### src/rtl/gdh_consts.svh
// Constants of the gate-driver host controller: register map, fields, timing.
// Assumes a 25 MHz system clock and 32-bit APB access by software.
// Behaviour
// - Bootstrap charges only while the low side is on; low on-time must be scheduled.
// - After enabling, drive both commands low before the first high-side command.
// - Initial charge lasts longer than 0.3 ms plus 1.1 times capacitance in uF over 2.2.
// - Let the bootstrap reach steady state before normal high-side switching.
`ifndef GDH_CONSTS_SVH
`define GDH_CONSTS_SVH

`define GDH_ADDR_CTRL 8'h00
`define GDH_ADDR_PHASE 8'h04
`define GDH_ADDR_DEAD 8'h08
`define GDH_ADDR_STATUS 8'h0c

`define GDH_CTRL_START_BIT 0
`define GDH_DEAD_RESET 8'h04

`define GDH_CLK_MHZ 25
`define GDH_CHARGE_BASE_US 300
// Half a microsecond per nanofarad: 1.1 / 2.2 ms per uF
`define GDH_CHARGE_NF_PER_US 2
`define GDH_BOOT_CAP_NF 2200

`endif

### src/rtl/gdh_pkg.sv
// Types of the gate-driver host controller.
// Assumes gdh_consts.svh for every numeric constant.
package gdh_pkg;
   typedef enum logic [2:0] {
      GDH_IDLE = 3'b001,
      GDH_CHARGE = 3'b010,
      GDH_RUN = 3'b100
   } gdh_state_e;

   // Requested drive of one phase
   typedef enum logic [1:0] {
      GDH_PH_OFF = 2'b00,
      GDH_PH_LOW = 2'b01,
      GDH_PH_HIGH = 2'b10
   } gdh_phase_e;

   typedef struct packed {
      gdh_state_e st;
      logic [31:0] cnt;
      logic en;
      logic [2:0] hs;
      logic [2:0] lsn;
      logic [2:0][1:0] applied;
      logic [2:0][7:0] dcnt;
      logic [2:0][1:0] want;
      logic [7:0] dead_cfg;
      logic pready;
      logic pslverr;
      logic [31:0] prdata;
   } gdh_regs_s;
endpackage : gdh_pkg

### src/rtl/gdh_host.sv
// Host-side controller that drives a three-phase gate driver's command pins.
// Assumes software on APB; the driver's lock-outs act inside the driver itself.
`timescale 1ns/10ps
`include "gdh_consts.svh"
module gdh_host
   import gdh_pkg::*;
#(
   parameter int unsigned BOOT_CAP_NF = `GDH_BOOT_CAP_NF,
   // Cycles of initial low-side charging; strictly longer than the minimum when BOOT_CAP_NF is even
   parameter int unsigned CHARGE_CYCLES =
      (`GDH_CHARGE_BASE_US + BOOT_CAP_NF / `GDH_CHARGE_NF_PER_US) * `GDH_CLK_MHZ + 1
) (
   // Clock and reset
   input wire logic clk,
   input wire logic rst_b,
   // APB slave
   input wire logic psel,
   input wire logic penable,
   input wire logic pwrite,
   input wire logic [7:0] paddr,
   input wire logic [31:0] pwdata,
   output logic pready,
   output logic pslverr,
   output logic [31:0] prdata,
   // Gate driver commands
   output logic drv_enable,
   output logic [2:0] high_side_cmd,
   output logic [2:0] low_side_cmd_n
);

   gdh_regs_s r_r;
   gdh_regs_s r_nxt;

   function automatic logic addr_ok(input logic [7:0] a);
      addr_ok = (a == `GDH_ADDR_CTRL) || (a == `GDH_ADDR_PHASE) ||
                (a == `GDH_ADDR_DEAD) || (a == `GDH_ADDR_STATUS);
   endfunction : addr_ok

   logic wr_ok;
   logic start_wr;
   logic stop_wr;
   assign wr_ok = psel & penable & r_r.pready & pwrite & addr_ok(paddr);
   assign start_wr = wr_ok & (paddr == `GDH_ADDR_CTRL) & pwdata[`GDH_CTRL_START_BIT];
   assign stop_wr = wr_ok & (paddr == `GDH_ADDR_CTRL) & ~pwdata[`GDH_CTRL_START_BIT];

   always_comb begin
      r_nxt = r_r;
      // Zero-wait slave: ready in the first access cycle, data latched at setup
      r_nxt.pready = psel & ~penable;
      r_nxt.pslverr = psel & ~penable & ~addr_ok(paddr);
      if (psel && !penable) begin
         unique case (paddr)
            `GDH_ADDR_CTRL: r_nxt.prdata = {31'h0, r_r.st != GDH_IDLE};
            `GDH_ADDR_PHASE: r_nxt.prdata = {26'h0, r_r.want};
            `GDH_ADDR_DEAD: r_nxt.prdata = {24'h0, r_r.dead_cfg};
            `GDH_ADDR_STATUS: r_nxt.prdata = {25'h0, r_r.hs, r_r.st, 1'b0};
            default: r_nxt.prdata = 32'h0;
         endcase
      end
      if (wr_ok && paddr == `GDH_ADDR_PHASE) begin
         r_nxt.want = pwdata[5:0];
      end
      if (wr_ok && paddr == `GDH_ADDR_DEAD) begin
         r_nxt.dead_cfg = pwdata[7:0];
      end

      unique case (r_r.st)
         GDH_IDLE: begin
            r_nxt.en = 1'b0;
            r_nxt.cnt = 32'h0;
            for (int p = 0; p < 3; p++) begin
               r_nxt.applied[p] = GDH_PH_OFF;
               r_nxt.dcnt[p] = 8'h0;
            end
            if (start_wr) begin
               r_nxt.st = GDH_CHARGE;
               r_nxt.en = 1'b1;
            end
         end
         GDH_CHARGE: begin
            // Low side on in every phase so each bootstrap fills before any high side
            for (int p = 0; p < 3; p++) begin
               r_nxt.applied[p] = GDH_PH_LOW;
            end
            r_nxt.cnt = r_r.cnt + 32'h1;
            if (r_r.cnt == CHARGE_CYCLES[31:0] - 32'h1) begin
               r_nxt.st = GDH_RUN;
            end
         end
         GDH_RUN: begin
            // Host gap on top of the driver's own minimum; the driver keeps the longer
            for (int p = 0; p < 3; p++) begin
               if (r_r.applied[p] != r_r.want[p]) begin
                  if (r_r.applied[p] != GDH_PH_OFF) begin
                     r_nxt.applied[p] = GDH_PH_OFF;
                     r_nxt.dcnt[p] = r_r.dead_cfg;
                  end else if (r_r.dcnt[p] != 8'h0) begin
                     r_nxt.dcnt[p] = r_r.dcnt[p] - 8'h1;
                  end else begin
                     r_nxt.applied[p] = r_r.want[p];
                  end
               end
            end
         end
      endcase
      if (stop_wr) begin
         r_nxt.st = GDH_IDLE;
         r_nxt.en = 1'b0;
         for (int p = 0; p < 3; p++) begin
            r_nxt.applied[p] = GDH_PH_OFF;
         end
      end

      // Pin encoding: off is 0/1, low is 0/0, high is 1/1
      for (int p = 0; p < 3; p++) begin
         r_nxt.hs[p] = r_nxt.applied[p] == GDH_PH_HIGH;
         r_nxt.lsn[p] = r_nxt.applied[p] != GDH_PH_LOW;
      end
   end

   always_ff @(posedge clk or negedge rst_b) begin
      if (!rst_b) begin
         r_r <= '{st: GDH_IDLE, cnt: 32'h0, en: 1'b0, hs: 3'h0, lsn: 3'h7,
                  applied: '0, dcnt: '0, want: '0, dead_cfg: `GDH_DEAD_RESET,
                  pready: 1'b0, pslverr: 1'b0, prdata: 32'h0};
      end else begin
         r_r <= r_nxt;
      end
   end

   assign pready = r_r.pready;
   assign pslverr = r_r.pslverr;
   assign prdata = r_r.prdata;
   assign drv_enable = r_r.en;
   assign high_side_cmd = r_r.hs;
   assign low_side_cmd_n = r_r.lsn;

endmodule : gdh_host

### config.mk
export PLATFORM = sky130hd
export DESIGN_NAME = gdh_host
export DESIGN_NICKNAME = d
export VERILOG_FILES = /design/src/rtl/gdh_pkg.sv /design/src/rtl/gdh_host.sv
export VERILOG_INCLUDE_DIRS = /design/src /design/src/rtl
export SDC_FILE = /design/constraint.sdc
export NUM_CORES = 1
export LEC_CHECK = 0
export ABC_AREA = 1
export ABC_CLOCK_PERIOD_IN_PS = 1950
export BUFFER_PORTS_ARGS = -buffer_cell sky130_fd_sc_hd__buf_4
export CORE_ASPECT_RATIO = 1.75
export CORE_UTILIZATION = 54
export DETAILED_ROUTE_END_ITERATION = 12
export GPL_TIMING_DRIVEN = 1
export MAX_ROUTING_LAYER = met4
export PLACE_DENSITY = 0.88
export RECOVER_POWER = 25
export SYNTH_ARGS = -nofsm -noshare
export SYNTH_HDL_FRONTEND = slang
export SYNTH_SLANG_ARGS = --single-unit
### constraint.sdc
create_clock -name clk -period 1.95 [get_ports clk]
set_clock_uncertainty 0.1 [all_clocks]
set_input_delay 0.195 -clock clk [delete_from_list [all_inputs] [get_ports clk]]
set_output_delay 0.195 -clock clk [all_outputs]
set_load 0.02 [all_outputs]
* Word level (Yosys, flattened, before mapping)
Cells that the tools add are included.
Word-level totals: logic and storage cells 110, bits in registers 120, bits of input ports 45
Cells by class: equality and inequality tests 25, reduce and logical (&&, ||, !) cells 22, bitwise logic cells 12, mux-type cells 29, add/sub/neg operators 4
Operators by type and width (number):
- $mux 8 | 9
- $pmux 35 s2 | 1
- $pmux 24 s2 | 1
- $add 32x1->32 const B | 1
- $eq 32x16->1 const B | 1
- $pmux 8 s4 | 1
- $reduce_bool 8->1 | 3
- $sub 8x1->8 const B | 3
- $mux 2 | 9
- $pmux 6 s3 | 1
- $eq 8x4->1 const B | 2
- $ne 3x3->1 const B | 5
- $reduce_and 3->1 | 4
- $reduce_bool 2->1 | 6
- $and 1x1->1 | 9
- $mux 3 | 3
- $eq 8x3->1 const B | 1
- $logic_not 8->1 | 1
- $eq 2x2->1 const B | 3
- $mux 6 | 1
- $ne 2x1->1 const B | 3
- $ne 2x2->1 | 3
- $ne 2x2->1 const B | 3
- $eq 3x1->1 const B | 1
- 9 further kinds | 17

* Longest topological paths before layout
Gate-level depths: netlist of run 1.
word-level depth 10, gate-level depth with buffers 11

* Least setup slack after synthesis of run 1
No wires, ideal clock.
path type register to register, from register r_r[117] (netlist name), to register r_r[54] (netlist name), clock period less this slack 1592 ps, setup time 128 ps, arrival time 1364 ps, buffers on the path 0, cell stages (with the launch flop) 8, required time 1722 ps, slack 358 ps, path through dfstp_2 > nand3b_1 > inv_1 > nor2_1 > nor2_2 > inv_2 > nand2_1 > o21ai_1
On the way: longest elaborated chain between the ends 3, elaborated cells on any way between the ends 7
RTL lines:
- from (decl) | RTL line gdh_host.sv:31 | gdh_regs_s r_r;
- from (signal assigned) | RTL line gdh_host.sv:123 | r_r <= '{st: GDH_IDLE, cnt: 32'h0, en: 1'b0, hs: 3'h0, lsn: 3'h7,
- from (signal assigned) | RTL line gdh_host.sv:127 | r_r <= r_nxt;
- $eq 3x3->1 / $eq 3x1->1 (equally long branches) | RTL line gdh_host.sv:67 | unique case (r_r.st)
- $ne 3x3->1 (no source line) (tied with other cells)
- $reduce_and 3->1 (no source line)
Several ways; a longest one is shown, not always the timed one. A chain may end at the register's enable or synchronous reset.

* Worst setup path after layout of run 1
from register r_r[99] (netlist name), to register r_r[116] (netlist name)
On the way: longest elaborated chain between the ends 2
RTL lines:
- $add 32x1->32 | RTL line gdh_host.sv:85 | r_nxt.cnt = r_r.cnt + 32'h1;
- $pmux 35 s2 | RTL line gdh_host.sv:67
No other way between the ends.

==> reports/metrics.csv, run 1 <==
stage;metric;value;unit
routing;average wire per standard cell;15.5;microns
power_and_ir_drop;sequential share of power;46.2;%
final_layout;fill count;924;
floorplan;initial cell density of the core;55.6;%
run_status;status;complete, no violations;
logic_synthesis;number of library cell types mapped by synthesis;40;
power_and_ir_drop;Comb pwr share;11.8;%
final_layout;# diodes;0;
worst_setup_path;Most Frequent Cell on Critical Path;nand2_1;
worst_setup_path;Worst R2R Setup Slack;0.11;ns
sta;Slew headroom;25.8;%
cts;clock latency at the later pin of the worst-skew pair;0.36;ns
power_and_ir_drop;Power Total;4.48;mW
power_and_ir_drop;maximum resistive drop on vdd;515;uV
placed_design;area post-placement;6350;sq um
routing;met3 WL post-DR;752;microns
routing;Top Metal Used;met4;
logic_synthesis;synthesized instance count;850;
cts;Clock Tree Root;clkbuf_16;
routing;metal2 WL;8380;microns
worst_setup_path;CP bufs+invs;0;
logic_synthesis;Avg Cell Area, Syn;7.00;sq um
final_layout;non-filler cells, final;1036;
power_and_ir_drop;P_sw;1.25;mW
sta;hold_ws;0.0145;ns
sta;Tmin final;1.84;ns
worst_setup_path;Worst R2R End;r_r[116];
final_layout;Layout Nets;954;
cts;number of clock sinks;96;
logic_synthesis;Seq/Total Area, Yosys;40.5;%
cts;CTS tree;done;
global_routing;initial antenna violation count;0;
logic_synthesis;post-synthesis async set-or-reset flop share;100;%
sta;Max Fclk;545;MHz
worst_setup_path;critical path, cell by cell;nand2_1 -> nor2_1 -> nand2_1 -> nor2_1 -> nand2_1 -> nand2_1 -> nand2_1 -> nand2_1 -> nand2_1;
worst_setup_path;Startpoint Class;flop;
sta;max-slew violation count;0;
placed_design;IO buf count;37;
routing;# DRC;0;
cts;H-tree levels;3;
routing;Via-to-Cell Ratio;5.48;
logic_synthesis;flops & latches, synth;96;
routing;Detailed Routing Iterations Pass 1;5;
worst_setup_path;Worst Setup End Kind;flop;
worst_setup_path;Worst Path Required;2.10;ns
sta;final hold violations;0;
global_routing;first-pass GRT wire length;25800;microns
final_layout;multi-input logic area;2900;sq um
worst_setup_path;slowest cell on the critical path;dfrtp_1;
hold_path;hold depth;3;
logic_synthesis;Post-synth EDFFs;0;
logic_synthesis;top cells by area, synth;dfrtp_1 38%, nand2_1 17%, nand3_1 7.6%;
global_routing;total grt overflow;0;
cts;clock-pin transition on the worst setup and hold timing paths;0.07;ns
logic_synthesis;Synth top area share;38.3;%
global_routing;total track usage;31.1;%
routing;via count;5675;
worst_setup_path;CP max FO;5;
hold_path;Hold Path Class;in2reg;
floorplan;core area;10700;sq um
power_and_ir_drop;Lkg Pwr;3.39;nW
sta;Tcrit/Tclk final;94.1;%
placed_design;gp weighted congestion;0.998;
power_and_ir_drop;Power Density;668;nW/um^2
placed_design;dpl hpwl;11900;microns
cts;TritonCTS buffer count;9;
routing;WL met1;5500;microns
logic_synthesis;Ys Warns;0;
hold_path;Worst Hold Launch;pwdata[7];
power_and_ir_drop;Int Pwr;3.23;mW
power_and_ir_drop;clock power share;42.1;%
logic_synthesis;Post-synth top cells;269 x nand2_1, 101 x inv_1, 91 x dfrtp_1;
worst_setup_path;CP Class;reg2reg;
routing;Final ANT Viol Nets;0;
logic_synthesis;cell with the most instances after synthesis;nand2_1;
final_layout;register area;2410;sq um
logic_synthesis;Synth Cell Area;5950;sq um
worst_setup_path;Worst R2R Path Depth;9;
floorplan;# rows;50;
floorplan;io pins;86;
job;max-cap violations;0;
final_layout;P&R area growth vs syn;12.6;%
worst_setup_path;crit-path max cell delay;0.42;ns
sta;Final setup viols;0;
placed_design;Inst Count DP;1017;
sta;Slew @ Worst Pin;1.11;ns
global_routing;vias in the first global route;5488;
worst_setup_path;FF-to-FF Start;r_r[99];
routing;WL final;16000;microns
cts;Clock Path Buffers;2;
floorplan;Die W;81.4;microns
final_layout;layout cells sized above 1;11.4;%
final_layout;design area;6700;sq um
hold_path;Worst Hold Path EP;r_r[41];
routing;initial drt markers;397;
cts;Post-CTS Repair Setup Buffers;0;
logic_synthesis;cell taking the most area after synthesis;dfrtp_1;
logic_synthesis;Top FF cell, synth;dfrtp_1;
floorplan;Die Y;141;microns
global_routing;pin count of the biggest net entering global routing;43;
floorplan;die area;11500;sq um
worst_setup_path;kind of cell adding the most delay to the critical path;simple AND/OR/NAND/NOR gates;
power_and_ir_drop;switching share of power;27.8;%
worst_setup_path;CP arrival;1.98;ns
==> repair_timing <==
item | in CTS | in global routing
resized for setup | 0 | 5
hold buffers | 3 | 0
endpoints found under the setup margin | 0 | 12
hold endpoints to repair | 38 | 0
==> power by group through the flow <==
stage	logic [mW]	clock network, mW	registers, mW
2_1_floorplan	0.328	0	2.11
3_3_place_gp	0.506	0	2.11
3_5_place_dp	0.515	0	2.11
4_1_cts	0.525	1.91	2.07
5_1_grt	0.586	1.99	2.08
6_report	0.526	1.88	2.07
==> tightest hold or removal path, stage by stage <==
cell     delay, ns
buf_4         0.08
nor2_1        0.05
a21oi_2       0.10
==> placed cells by master (no fill, tap or decap), types with 2 or more instances in the layout <==
cell / count
inv_1: 101
o21ai_1: 9
o21ai_0: 53
o22ai_1: 13
nor2_1: 81
nand4_1: 15
nand3b_1: 2
inv_2: 4
dfstp_2: 5
buf_4: 57
clkinv_1: 2
xnor2_1: 7
a31oi_1: 3
clkbuf_16: 9
a22oi_1: 2
o211ai_1: 4
xor2_1: 6
nand2_1: 268
nand3_1: 89
a21oi_1: 8
inv_6: 2
nor2_2: 4
buf_12: 2
o21ai_2: 3
dlygate4sd3_1: 3
nand3_2: 2
conb_1: 24
nor3_1: 9
dfrtp_1: 91
inv_8: 2
ha_1: 8
nand2_2: 2
==> registers in the layout, indices dropped and copies added (netlist names) <==
signal,count
r_r,79
prdata,8
high_side_cmd,3
low_side_cmd_n,3
drv_enable,1
pready,1
pslverr,1
==> worst max-delay path by stage <==
stage	to	slack (ns)	depth (start not counted)	startpoint
3_5_place_dp	r_r[111]	0.16	8	r_r[86]
6_report	r_r[116]	0.11	9	r_r[99]
4_1_cts	r_r[103]	0.14	7	r_r[86]
5_1_grt	r_r[114]	-0.002	7	r_r[96]
3_3_place_gp	r_r[111]	0.19	8	r_r[86]
2_1_floorplan	r_r[54]	0.36	7	r_r[117]
==> routing by layer <==
layer / GRT usage [%] / vias to the layer above
li1: - / 2767
met5: - / -
met2: 51.4 / 203
met1: 29.3 / 2610
met3: 7.25 / 95
met4: 26.7 / 0
==> kinds of logic (layout without fill, tap and decap cells) <==
logic type | after synthesis | count (layout) | share of synthesized area [%]
adders and majority gates | 8 | 8 | 1.68
buffers and inverters | 155 | 188 | 12.4
and+or+nand+nor | 478 | 478 | 34.1
AOI/OAI and AO/OA | 99 | 99 | 9.38
DFF | 96 | 96 | 40.5
other | 1 | 24 | 0.0630
xor gates and xnor gates | 13 | 13 | 1.91
==> stage by stage <==
| step | setup TNS, ns | worst slack, ns | util, % |
|---|---|---|---|
| detailed placement | 0 | 0.159 | 59.4 |
| CTS | 0 | 0.140 | 62.6 |
| finish | 0 | 0.115 | 62.6 |
| global route | -0.00204 | -0.00204 | 62.6 |
| global placement | 0 | 0.191 | 59.4 |
| floorplan | 0 | 0.358 | - |
==> layout make-up <==
| cell class | instances | share of cell area (%) |
|---|---|---|
| multi-input combinational | 622 | 43.3 |
| sequential | 96 | 35.9 |
| timing repair buffer | 65 | 7.67 |
| inverter | 107 | 5.99 |
| clock buffer | 9 | 3.36 |
| tap | 130 | 2.43 |
| clock inverter | 7 | 1.29 |
Power figures use the tool's default switching activity.
==> run 2, diff against run 1 <==
--- a/config.mk
+++ b/config.mk
@@ -7,7 +7,7 @@
 export NUM_CORES = 1
 export LEC_CHECK = 0
 export ABC_AREA = 1
-export ABC_CLOCK_PERIOD_IN_PS = 1950
+export ABC_CLOCK_PERIOD_IN_PS = 1960
 export BUFFER_PORTS_ARGS = -buffer_cell sky130_fd_sc_hd__buf_4
 export CORE_ASPECT_RATIO = 1.75
 export CORE_UTILIZATION = 54
@@ -16,6 +16,7 @@
 export MAX_ROUTING_LAYER = met4
 export PLACE_DENSITY = 0.88
 export RECOVER_POWER = 25
+export SETUP_SLACK_MARGIN = 0.2
 export SYNTH_ARGS = -nofsm -noshare
 export SYNTH_HDL_FRONTEND = slang
 export SYNTH_SLANG_ARGS = --single-unit
==> constraint.sdc (replaced) <==
create_clock -name clk -period 1.96 [get_ports clk]
set_clock_uncertainty 0.1 [all_clocks]
set_input_delay 0.196 -clock clk [delete_from_list [all_inputs] [get_ports clk]]
set_output_delay 0.196 -clock clk [all_outputs]
set_load 0.02 [all_outputs]
==> run 2 against run 1 <==
Effect of this change:
- flip-flop and latch count is the same
- clock-buffer cell count grew 1
- hold slack lost 0.011 ns
- via count grew 3.8%
- critical endpoint is now r_r[87]
- wire length up 3.3%
- final area increased by 2.4%
- non-clock buffer count increased by 7
- critical path depth shrank 3
- register-to-register slack better by 0.11 ns
- global-route usage is 0.12 points lower
==> reports/metrics.csv, run 2 (synthesized netlist as in run 1, its figures left out) <==
stage;metric;value;unit
routing;Via-to-Cell Ratio;5.65;
final_layout;Layout Nets;961;
cts;TritonCTS buffer count;9;
routing;via count;5892;
sta;Slew @ Worst Pin;1.07;ns
final_layout;# diodes;0;
final_layout;Largest register FFs;79;
floorplan;core area;10700;sq um
floorplan;die area;11500;sq um
sta;sum of negative setup slack;0;ns
sta;RSZ-0062 raised after global routing;true;
power_and_ir_drop;Lkg Pwr;3.42;nW
worst_setup_path;Worst R2R Path Depth;6;
routing;# DRC;0;
worst_setup_path;FF-to-FF Start;r_r[118];
job;max-cap violations;0;
cts;Clock Path Buffers;2;
routing;initial drt markers;606;
run_status;status;complete, no violations;
final_layout;design area;6860;sq um
hold_path;hold depth;3;
sta;hold_ws;0.00351;ns
final_layout;fill count;889;
final_layout;P&R area growth vs syn;15.3;%
worst_setup_path;Worst Path Required;2.10;ns
worst_setup_path;Worst R2R End;r_r[87];
floorplan;Die Y;141;microns
final_layout;register with the most flip-flops;r_r;
floorplan;# rows;50;
sta;Max Fclk;575;MHz
sta;Tcrit/Tclk final;88.7;%
placed_design;area post-placement;6300;sq um
routing;Detailed Routing Iterations Pass 1;6;
hold_path;Hold Path Class;in2reg;
sta;final hold violations;0;
worst_setup_path;CP bufs+invs;3;
global_routing;initial antenna violation count;0;
worst_setup_path;kind of cell adding the most delay to the critical path;flip-flops;
global_routing;vias in the first global route;5472;
worst_setup_path;CP arrival;1.88;ns
routing;average wire per standard cell;15.9;microns
cts;H-tree levels;3;
floorplan;initial cell density of the core;55.6;%
placed_design;pre-CTS setup slack;0.154;ns
sta;max-slew violation count;0;
worst_setup_path;Startpoint Class;flop;
worst_setup_path;slowest cell on the critical path;dfrtp_1;
floorplan;Die W;81.4;microns
placed_design;gp weighted congestion;0.970;
final_layout;most frequent cells in the layout;262 x nand2_1, 96 x inv_1, 91 x dfrtp_1;
worst_setup_path;CP max FO;10;
final_layout;Final Util;64.1;%
global_routing;total track usage;31.0;%
worst_setup_path;critical path, cell by cell;nand3b_1 -> buf_6 -> nand2_2 -> inv_2 -> buf_4 -> a32o_1;
hold_path;Worst Hold Path EP;r_r[36];
placed_design;dpl hpwl;11800;microns
placed_design;IO buf count;37;
cts;number of clock sinks;96;
routing;Final ANT Viol Nets;0;
cts;clock latency at the later pin of the worst-skew pair;0.36;ns
sta;Final setup viols;0;
worst_setup_path;Worst R2R Setup Slack;0.22;ns
worst_setup_path;CP Class;reg2reg;
global_routing;pin count of the biggest net entering global routing;41;
hold_path;Worst Hold Launch;pwdata[2];
cts;Clock Tree Root;clkbuf_16;
sta;Final WS setup;0.222;ns
cts;clock-pin transition on the worst setup and hold timing paths;0.07;ns
worst_setup_path;crit-path max cell delay;0.46;ns
global_routing;total grt overflow;0;
power_and_ir_drop;maximum resistive drop on vdd;581;uV
global_routing;first-pass GRT wire length;25900;microns
worst_setup_path;Worst Setup End Kind;flop;
power_and_ir_drop;Power Density;669;nW/um^2
final_layout;layout cells sized above 1;14.8;%
routing;WL final;16600;microns
floorplan;io pins;86;
cts;CTS tree;done;
sta;Slew headroom;28.6;%
sta;Tmin final;1.74;ns
final_layout;commonest non-fill, non-tap cell in the layout;nand2_1;
[run 2: metal layers]
layer | vias to the layer above | part of all wire, % | GRT usage (%)
met5 | - | 0 | -
met4 | 0 | 8.2 | 24.6
met3 | 95 | 5.7 | 5.24
met2 | 264 | 52 | 52.5
met1 | 2739 | 34 | 30.0
li1 | 2794 | - | -
[run 2: cell type report]
| cell class | count | area (sq um) | share of cell area (%) |
|---|---|---|---|
| clock inverters | 6 | 90.1 | 1.31 |
| flip-flops and latches | 96 | 2410 | 35.1 |
| well taps | 130 | 163 | 2.37 |
| repair buffers | 72 | 558 | 8.13 |
| inverters | 107 | 402 | 5.85 |
| clock buffers | 10 | 229 | 3.34 |
| multi-input cells | 622 | 3010 | 43.9 |
[run 2: how the worst max path moves through the flow]
stage             start        to  slack (ns)  depth (start not counted)
6_report       r_r[118]   r_r[87]        0.22                          6
3_3_place_gp    r_r[85]  r_r[111]        0.16                          8
3_5_place_dp    r_r[85]  r_r[111]        0.15                          8
4_1_cts        r_r[117]  r_r[118]        0.20                          8
5_1_grt         r_r[86]  r_r[116]        0.12                         10
2_1_floorplan  r_r[117]   r_r[54]        0.37                          7
[run 2: tightest hold or removal path, stage by stage]
cell     delay [ns]
buf_4          0.11
inv_1          0.09
o21ai_2        0.07
[run 2: repair_timing]
item                       CTS  global route
hold buffers                 3             0
buffers inserted             5             8
pin swaps                    0             6
gates resized for setup      5            41
hold endpoints to repair    37             0
setup endpoints to repair   15            49
[run 2: stage by stage]
| step | total power, mW | cells |
|---|---|---|
| global route | 4.73 | 1043 |
| global placement | 2.57 | 1011 |
| detailed placement | 2.58 | 1011 |
| finish | 4.59 | 1043 |
| floorplan | 2.43 | 873 |
| CTS | 4.54 | 1035 |
[run 2: where the power goes]
group / internal (mW) / switching, mW
Clock: 1.13 / 0.817
Sequential: 2.02 / 0.0360
Combinational: 0.210 / 0.374
Total: 3.36 / 1.23
==> run 3, diff against run 2 <==
--- a/config.mk
+++ b/config.mk
@@ -7,7 +7,7 @@
 export NUM_CORES = 1
 export LEC_CHECK = 0
 export ABC_AREA = 1
-export ABC_CLOCK_PERIOD_IN_PS = 1960
+export ABC_CLOCK_PERIOD_IN_PS = 1600
 export BUFFER_PORTS_ARGS = -buffer_cell sky130_fd_sc_hd__buf_4
 export CORE_ASPECT_RATIO = 1.75
 export CORE_UTILIZATION = 54
==> constraint.sdc (replaced) <==
create_clock -name clk -period 1.6 [get_ports clk]
set_clock_uncertainty 0.1 [all_clocks]
set_input_delay 0.16 -clock clk [delete_from_list [all_inputs] [get_ports clk]]
set_output_delay 0.16 -clock clk [all_outputs]
set_load 0.02 [all_outputs]
==> run 3 against run 2 <==
Effect of this change:
- the flow now stops in 5_1_grt
- area after synthesis unchanged
- synthesized cell count unchanged
==> reports/metrics.csv, run 3 <==
stage;metric;value;unit
logic_synthesis;top cells by area, synth;dfrtp_1 38%, nand2_1 17%, nand3_1 7.6%;
cts;Clock Path Buffers;2;
logic_synthesis;cell taking the most area after synthesis;dfrtp_1;
logic_synthesis;synthesized instance count;850;
run_status;Failed at;5_1_grt;
global_routing;pin count of the biggest net entering global routing;57;
floorplan;io pins;86;
sta;GR repair worst EP;r_r[103]$_DFFE_PN0P_/D;
sta;Worst EP kind;register data pin;
logic_synthesis;Top FF cell, synth;dfrtp_1;
logic_synthesis;Avg Cell Area, Syn;7.00;sq um
logic_synthesis;Post-synth EDFFs;0;
cts;Clock Tree Root;clkbuf_16;
placed_design;dpl hpwl;12500;microns
cts;number of clock sinks;96;
cts;TritonCTS buffer count;9;
logic_synthesis;flops & latches, synth;96;
floorplan;# rows;50;
floorplan;initial cell density of the core;55.6;%
floorplan;Die W;81.4;microns
floorplan;Die Y;141;microns
placed_design;IO buf count;37;
logic_synthesis;number of library cell types mapped by synthesis;40;
cts;H-tree levels;3;
global_routing;total track usage;79.0;%
logic_synthesis;cell with the most instances after synthesis;nand2_1;
logic_synthesis;Ys Warns;0;
logic_synthesis;Seq/Total Area, Yosys;40.5;%
logic_synthesis;Synth top area share;38.3;%
run_status;stop err;[ERROR GRT-0232] Routing congestion too high. Check the congestion heatmap in the GUI.;
global_routing;total grt overflow;49;
logic_synthesis;Synth Cell Area;5950;sq um
run_status;status;did not finish;
placed_design;area post-placement;6700;sq um
placed_design;gp weighted congestion;1.00;
logic_synthesis;post-synthesis async set-or-reset flop share;100;%
logic_synthesis;Post-synth top cells;269 x nand2_1, 101 x inv_1, 91 x dfrtp_1;
## run 3: cell counts after synthesis
No cell type changed its count.
## run 3: repair_timing
action                                  4_1_cts
hold buffers                                  8
endpoints found under the hold margin        99
cloned                                        1
pin swaps                                    39
gates resized for setup                     160
buffers inserted                             33
endpoints found under the setup margin       73
## run 3: kinds of logic after synthesis
family	after synthesis	share of synthesized area [%]
compound gates	99	9.38
xor+xnor	13	1.91
fa+ha+maj	8	1.68
buf+inv	155	12.4
flops	96	40.5
other cells	1	0.0630
simple gates	478	34.1
## run 3: routing by layer
metal | overflow | global-route usage (%)
met1 | 1 | 79.6
met4 | 16 | 73.2
met5 | - | -
met2 | 30 | 90.9
met3 | 2 | 64.6
## run 3: stage by stage
stage | hold WS [ns] | instances | setup slack (ns)
after global placement | -0.0954 | 1057 | -0.0922
after detailed placement | -0.0952 | 1057 | -0.136
after floorplan | -0.236 | 873 | 0.0581
after CTS | 0.00638 | 1115 | -0.0587
==> run 4, diff against run 3 <==
--- a/config.mk
+++ b/config.mk
@@ -9,14 +9,11 @@
 export ABC_AREA = 1
 export ABC_CLOCK_PERIOD_IN_PS = 1600
 export BUFFER_PORTS_ARGS = -buffer_cell sky130_fd_sc_hd__buf_4
-export CORE_ASPECT_RATIO = 1.75
-export CORE_UTILIZATION = 54
+export CORE_UTILIZATION = 39
 export DETAILED_ROUTE_END_ITERATION = 12
 export GPL_TIMING_DRIVEN = 1
-export MAX_ROUTING_LAYER = met4
-export PLACE_DENSITY = 0.88
+export PLACE_DENSITY_LB_ADDON = 0.15
 export RECOVER_POWER = 25
-export SETUP_SLACK_MARGIN = 0.2
 export SYNTH_ARGS = -nofsm -noshare
 export SYNTH_HDL_FRONTEND = slang
 export SYNTH_SLANG_ARGS = --single-unit
==> run 4 against run 3 <==
Effect of this change:
- the flow now finishes, with violations (DRC, setup timing)
==> reports/metrics.csv, run 4 (synthesized netlist as in run 1, its figures left out) <==
stage;metric;value;unit
global_routing;vias in the first global route;5658;
routing;Detailed Routing Iterations Pass 1;9;
power_and_ir_drop;Power Density;729;nW/um^2
power_and_ir_drop;P_sw;1.55;mW
routing;via count;5842;
routing;average wire per standard cell;14.2;microns
worst_setup_path;crit-path max cell delay;0.35;ns
global_routing;pin count of the biggest net entering global routing;97;
global_routing;initial antenna violation count;0;
worst_setup_path;slowest cell on the critical path;dfrtp_1;
global_routing;first-pass GRT wire length;27600;microns
placed_design;area post-placement;6970;sq um
routing;WL final;16900;microns
floorplan;initial cell density of the core;40.5;%
sta;RSZ-0062 raised after global routing;true;
cts;Clock Tree Root;clkbuf_16;
final_layout;commonest non-fill, non-tap cell in the layout;nand2_1;
sta;Tcrit/Tclk final;100;%
run_status;status;finished with violations;
worst_setup_path;Worst Setup End Kind;flop;
power_and_ir_drop;Lkg Pwr;3.93;nW
global_routing;total track usage;22.3;%
sta;Slew @ Worst Pin;0.909;ns
placed_design;gp weighted congestion;0.857;
sta;Tmin final;1.60;ns
placed_design;dpl hpwl;12100;microns
final_layout;Layout Nets;1052;
power_and_ir_drop;Comb pwr share;14.4;%
sta;Final setup viols;1;
final_layout;register with the most flip-flops;r_r;
cts;clock latency at the later pin of the worst-skew pair;0.36;ns
cts;Clock Path Buffers;2;
final_layout;layout cells sized above 1;29.0;%
final_layout;P&R area growth vs syn;33.3;%
floorplan;core area;14700;sq um
hold_path;hold depth;4;
sta;Slew headroom;39.4;%
placed_design;pre-CTS setup slack;-0.0847;ns
routing;Final ANT Viol Nets;0;
global_routing;total grt overflow;0;
final_layout;Largest register FFs;79;
floorplan;io pins;86;
worst_setup_path;CP max FO;5;
worst_setup_path;CP arrival;1.75;ns
worst_setup_path;Startpoint Class;flop;
routing;Via-to-Cell Ratio;4.92;
sta;max-slew violation count;0;
cts;number of clock sinks;96;
worst_setup_path;Worst Path Required;1.74;ns
floorplan;Die W;126;microns
final_layout;design area;7930;sq um
placed_design;IO buf count;37;
floorplan;die area;15800;sq um
worst_setup_path;CP Class;reg2reg;
cts;CTS tree;done;
power_and_ir_drop;sequential share of power;43.6;%
worst_setup_path;Worst R2R Path Depth;7;
cts;clock-pin transition on the worst setup and hold timing paths;0.07;ns
power_and_ir_drop;Int Pwr;4.23;mW
power_and_ir_drop;clock power share;42.1;%
worst_setup_path;critical path, cell by cell;ha_2 -> nand2_2 -> nor2_4 -> nand3_2 -> buf_4 -> o21ai_0 -> o22ai_1;
final_layout;most frequent cells in the layout;245 x nand2_1, 136 x buf_4, 88 x dfrtp_1;
run_status;failing checks;DRC, setup timing;
power_and_ir_drop;switching share of power;26.7;%
sta;Max Fclk;624;MHz
cts;TritonCTS buffer count;9;
routing;# DRC;9;
sta;Final WS setup;-0.00254;ns
job;max-cap violations;0;
routing;initial drt markers;281;
power_and_ir_drop;maximum resistive drop on vdd;607;uV
floorplan;# rows;44;
final_layout;# diodes;0;
hold_path;Hold Path Class;in2reg;
floorplan;Die Y;126;microns
sta;final hold violations;0;
cts;H-tree levels;3;
-- run 4: worst paths after layout --
kind | from | end | slack, ns
setup / recovery | r_r[86] | r_r[95] | -0.003
hold / removal | paddr[2] | r_r[36] | 0.12
setup reg to reg | r_r[86] | r_r[95] | -0.003
hold reg to reg | prdata[5] | prdata[5] | 0.38
max in group asynchronous | rst_b | r_r[101] | 0.28
min in group asynchronous | rst_b | r_r[59] | 0.44
-- run 4: through the flow --
| stage | hold WS (ns) | power, mW | instances | util (%) | TNS [ns] |
|---|---|---|---|---|---|
| 6_report | 0.119 | 5.78 | 1188 | 54.0 | -0.00254 |
| 5_1_grt | 0.134 | 6.04 | 1188 | 54.0 | -1.97 |
| 3_3_place_gp | 0.162 | 3.27 | 1146 | 47.4 | -0.263 |
| 4_1_cts | 0.0321 | 5.80 | 1178 | 51.4 | -0.00444 |
| 3_5_place_dp | 0.167 | 3.27 | 1146 | 47.4 | -0.828 |
| 2_1_floorplan | -0.236 | 2.97 | 873 | - | 0 |
-- run 4: worst max-delay path: cells and delay by family (launching register included) --
kind	cells	cell delay, ns
compound gates	2	0.23
fa+ha+maj	1	0.19
buf+inv	1	0.18
flops	1	0.35
simple gates	3	0.45
-- run 4: final cells by class --
cell class	count	area, sq um
clock inverter	5	86.3
clock buffer	11	243
multi-input combinational	622	3240
tap	184	230
sequential	96	2410
fill	1446	6770
inverter	107	418
timing repair buffer	163	1300
-- run 4: timing repair --
| item | CTS | global route |
|---|---|---|
| endpoints found under the setup margin | 24 | 60 |
| gates resized for setup | 32 | 111 |
| buffers inserted | 7 | 11 |
| hold endpoints to repair | 102 | 0 |
| pin swaps | 6 | 31 |
| hold buffers | 9 | 0 |
-- run 4: metal layers --
| layer | GRT usage, % | vias to the layer above | routed length (microns) | share of wire, % |
|---|---|---|---|---|
| li1 | - | 2973 | - | - |
| met1 | 27.9 | 2737 | 7700 | 46 |
| met2 | 38.6 | 102 | 8220 | 49 |
| met3 | 3.68 | 30 | 547 | 3.2 |
| met4 | 8.61 | 0 | 446 | 2.6 |
| met5 | 0 | - | 0 | 0 |
-- run 4: power by group through the flow --
stage                     Sequential [mW]  Clock (mW)  Combinational (mW)
after floorplan                      2.57           0               0.399
after global placement               2.56           0               0.707
after global routing                 2.52        2.61               0.911
after CTS                            2.51        2.52               0.772
final                                2.52        2.43               0.829
after detailed placement             2.56           0               0.710
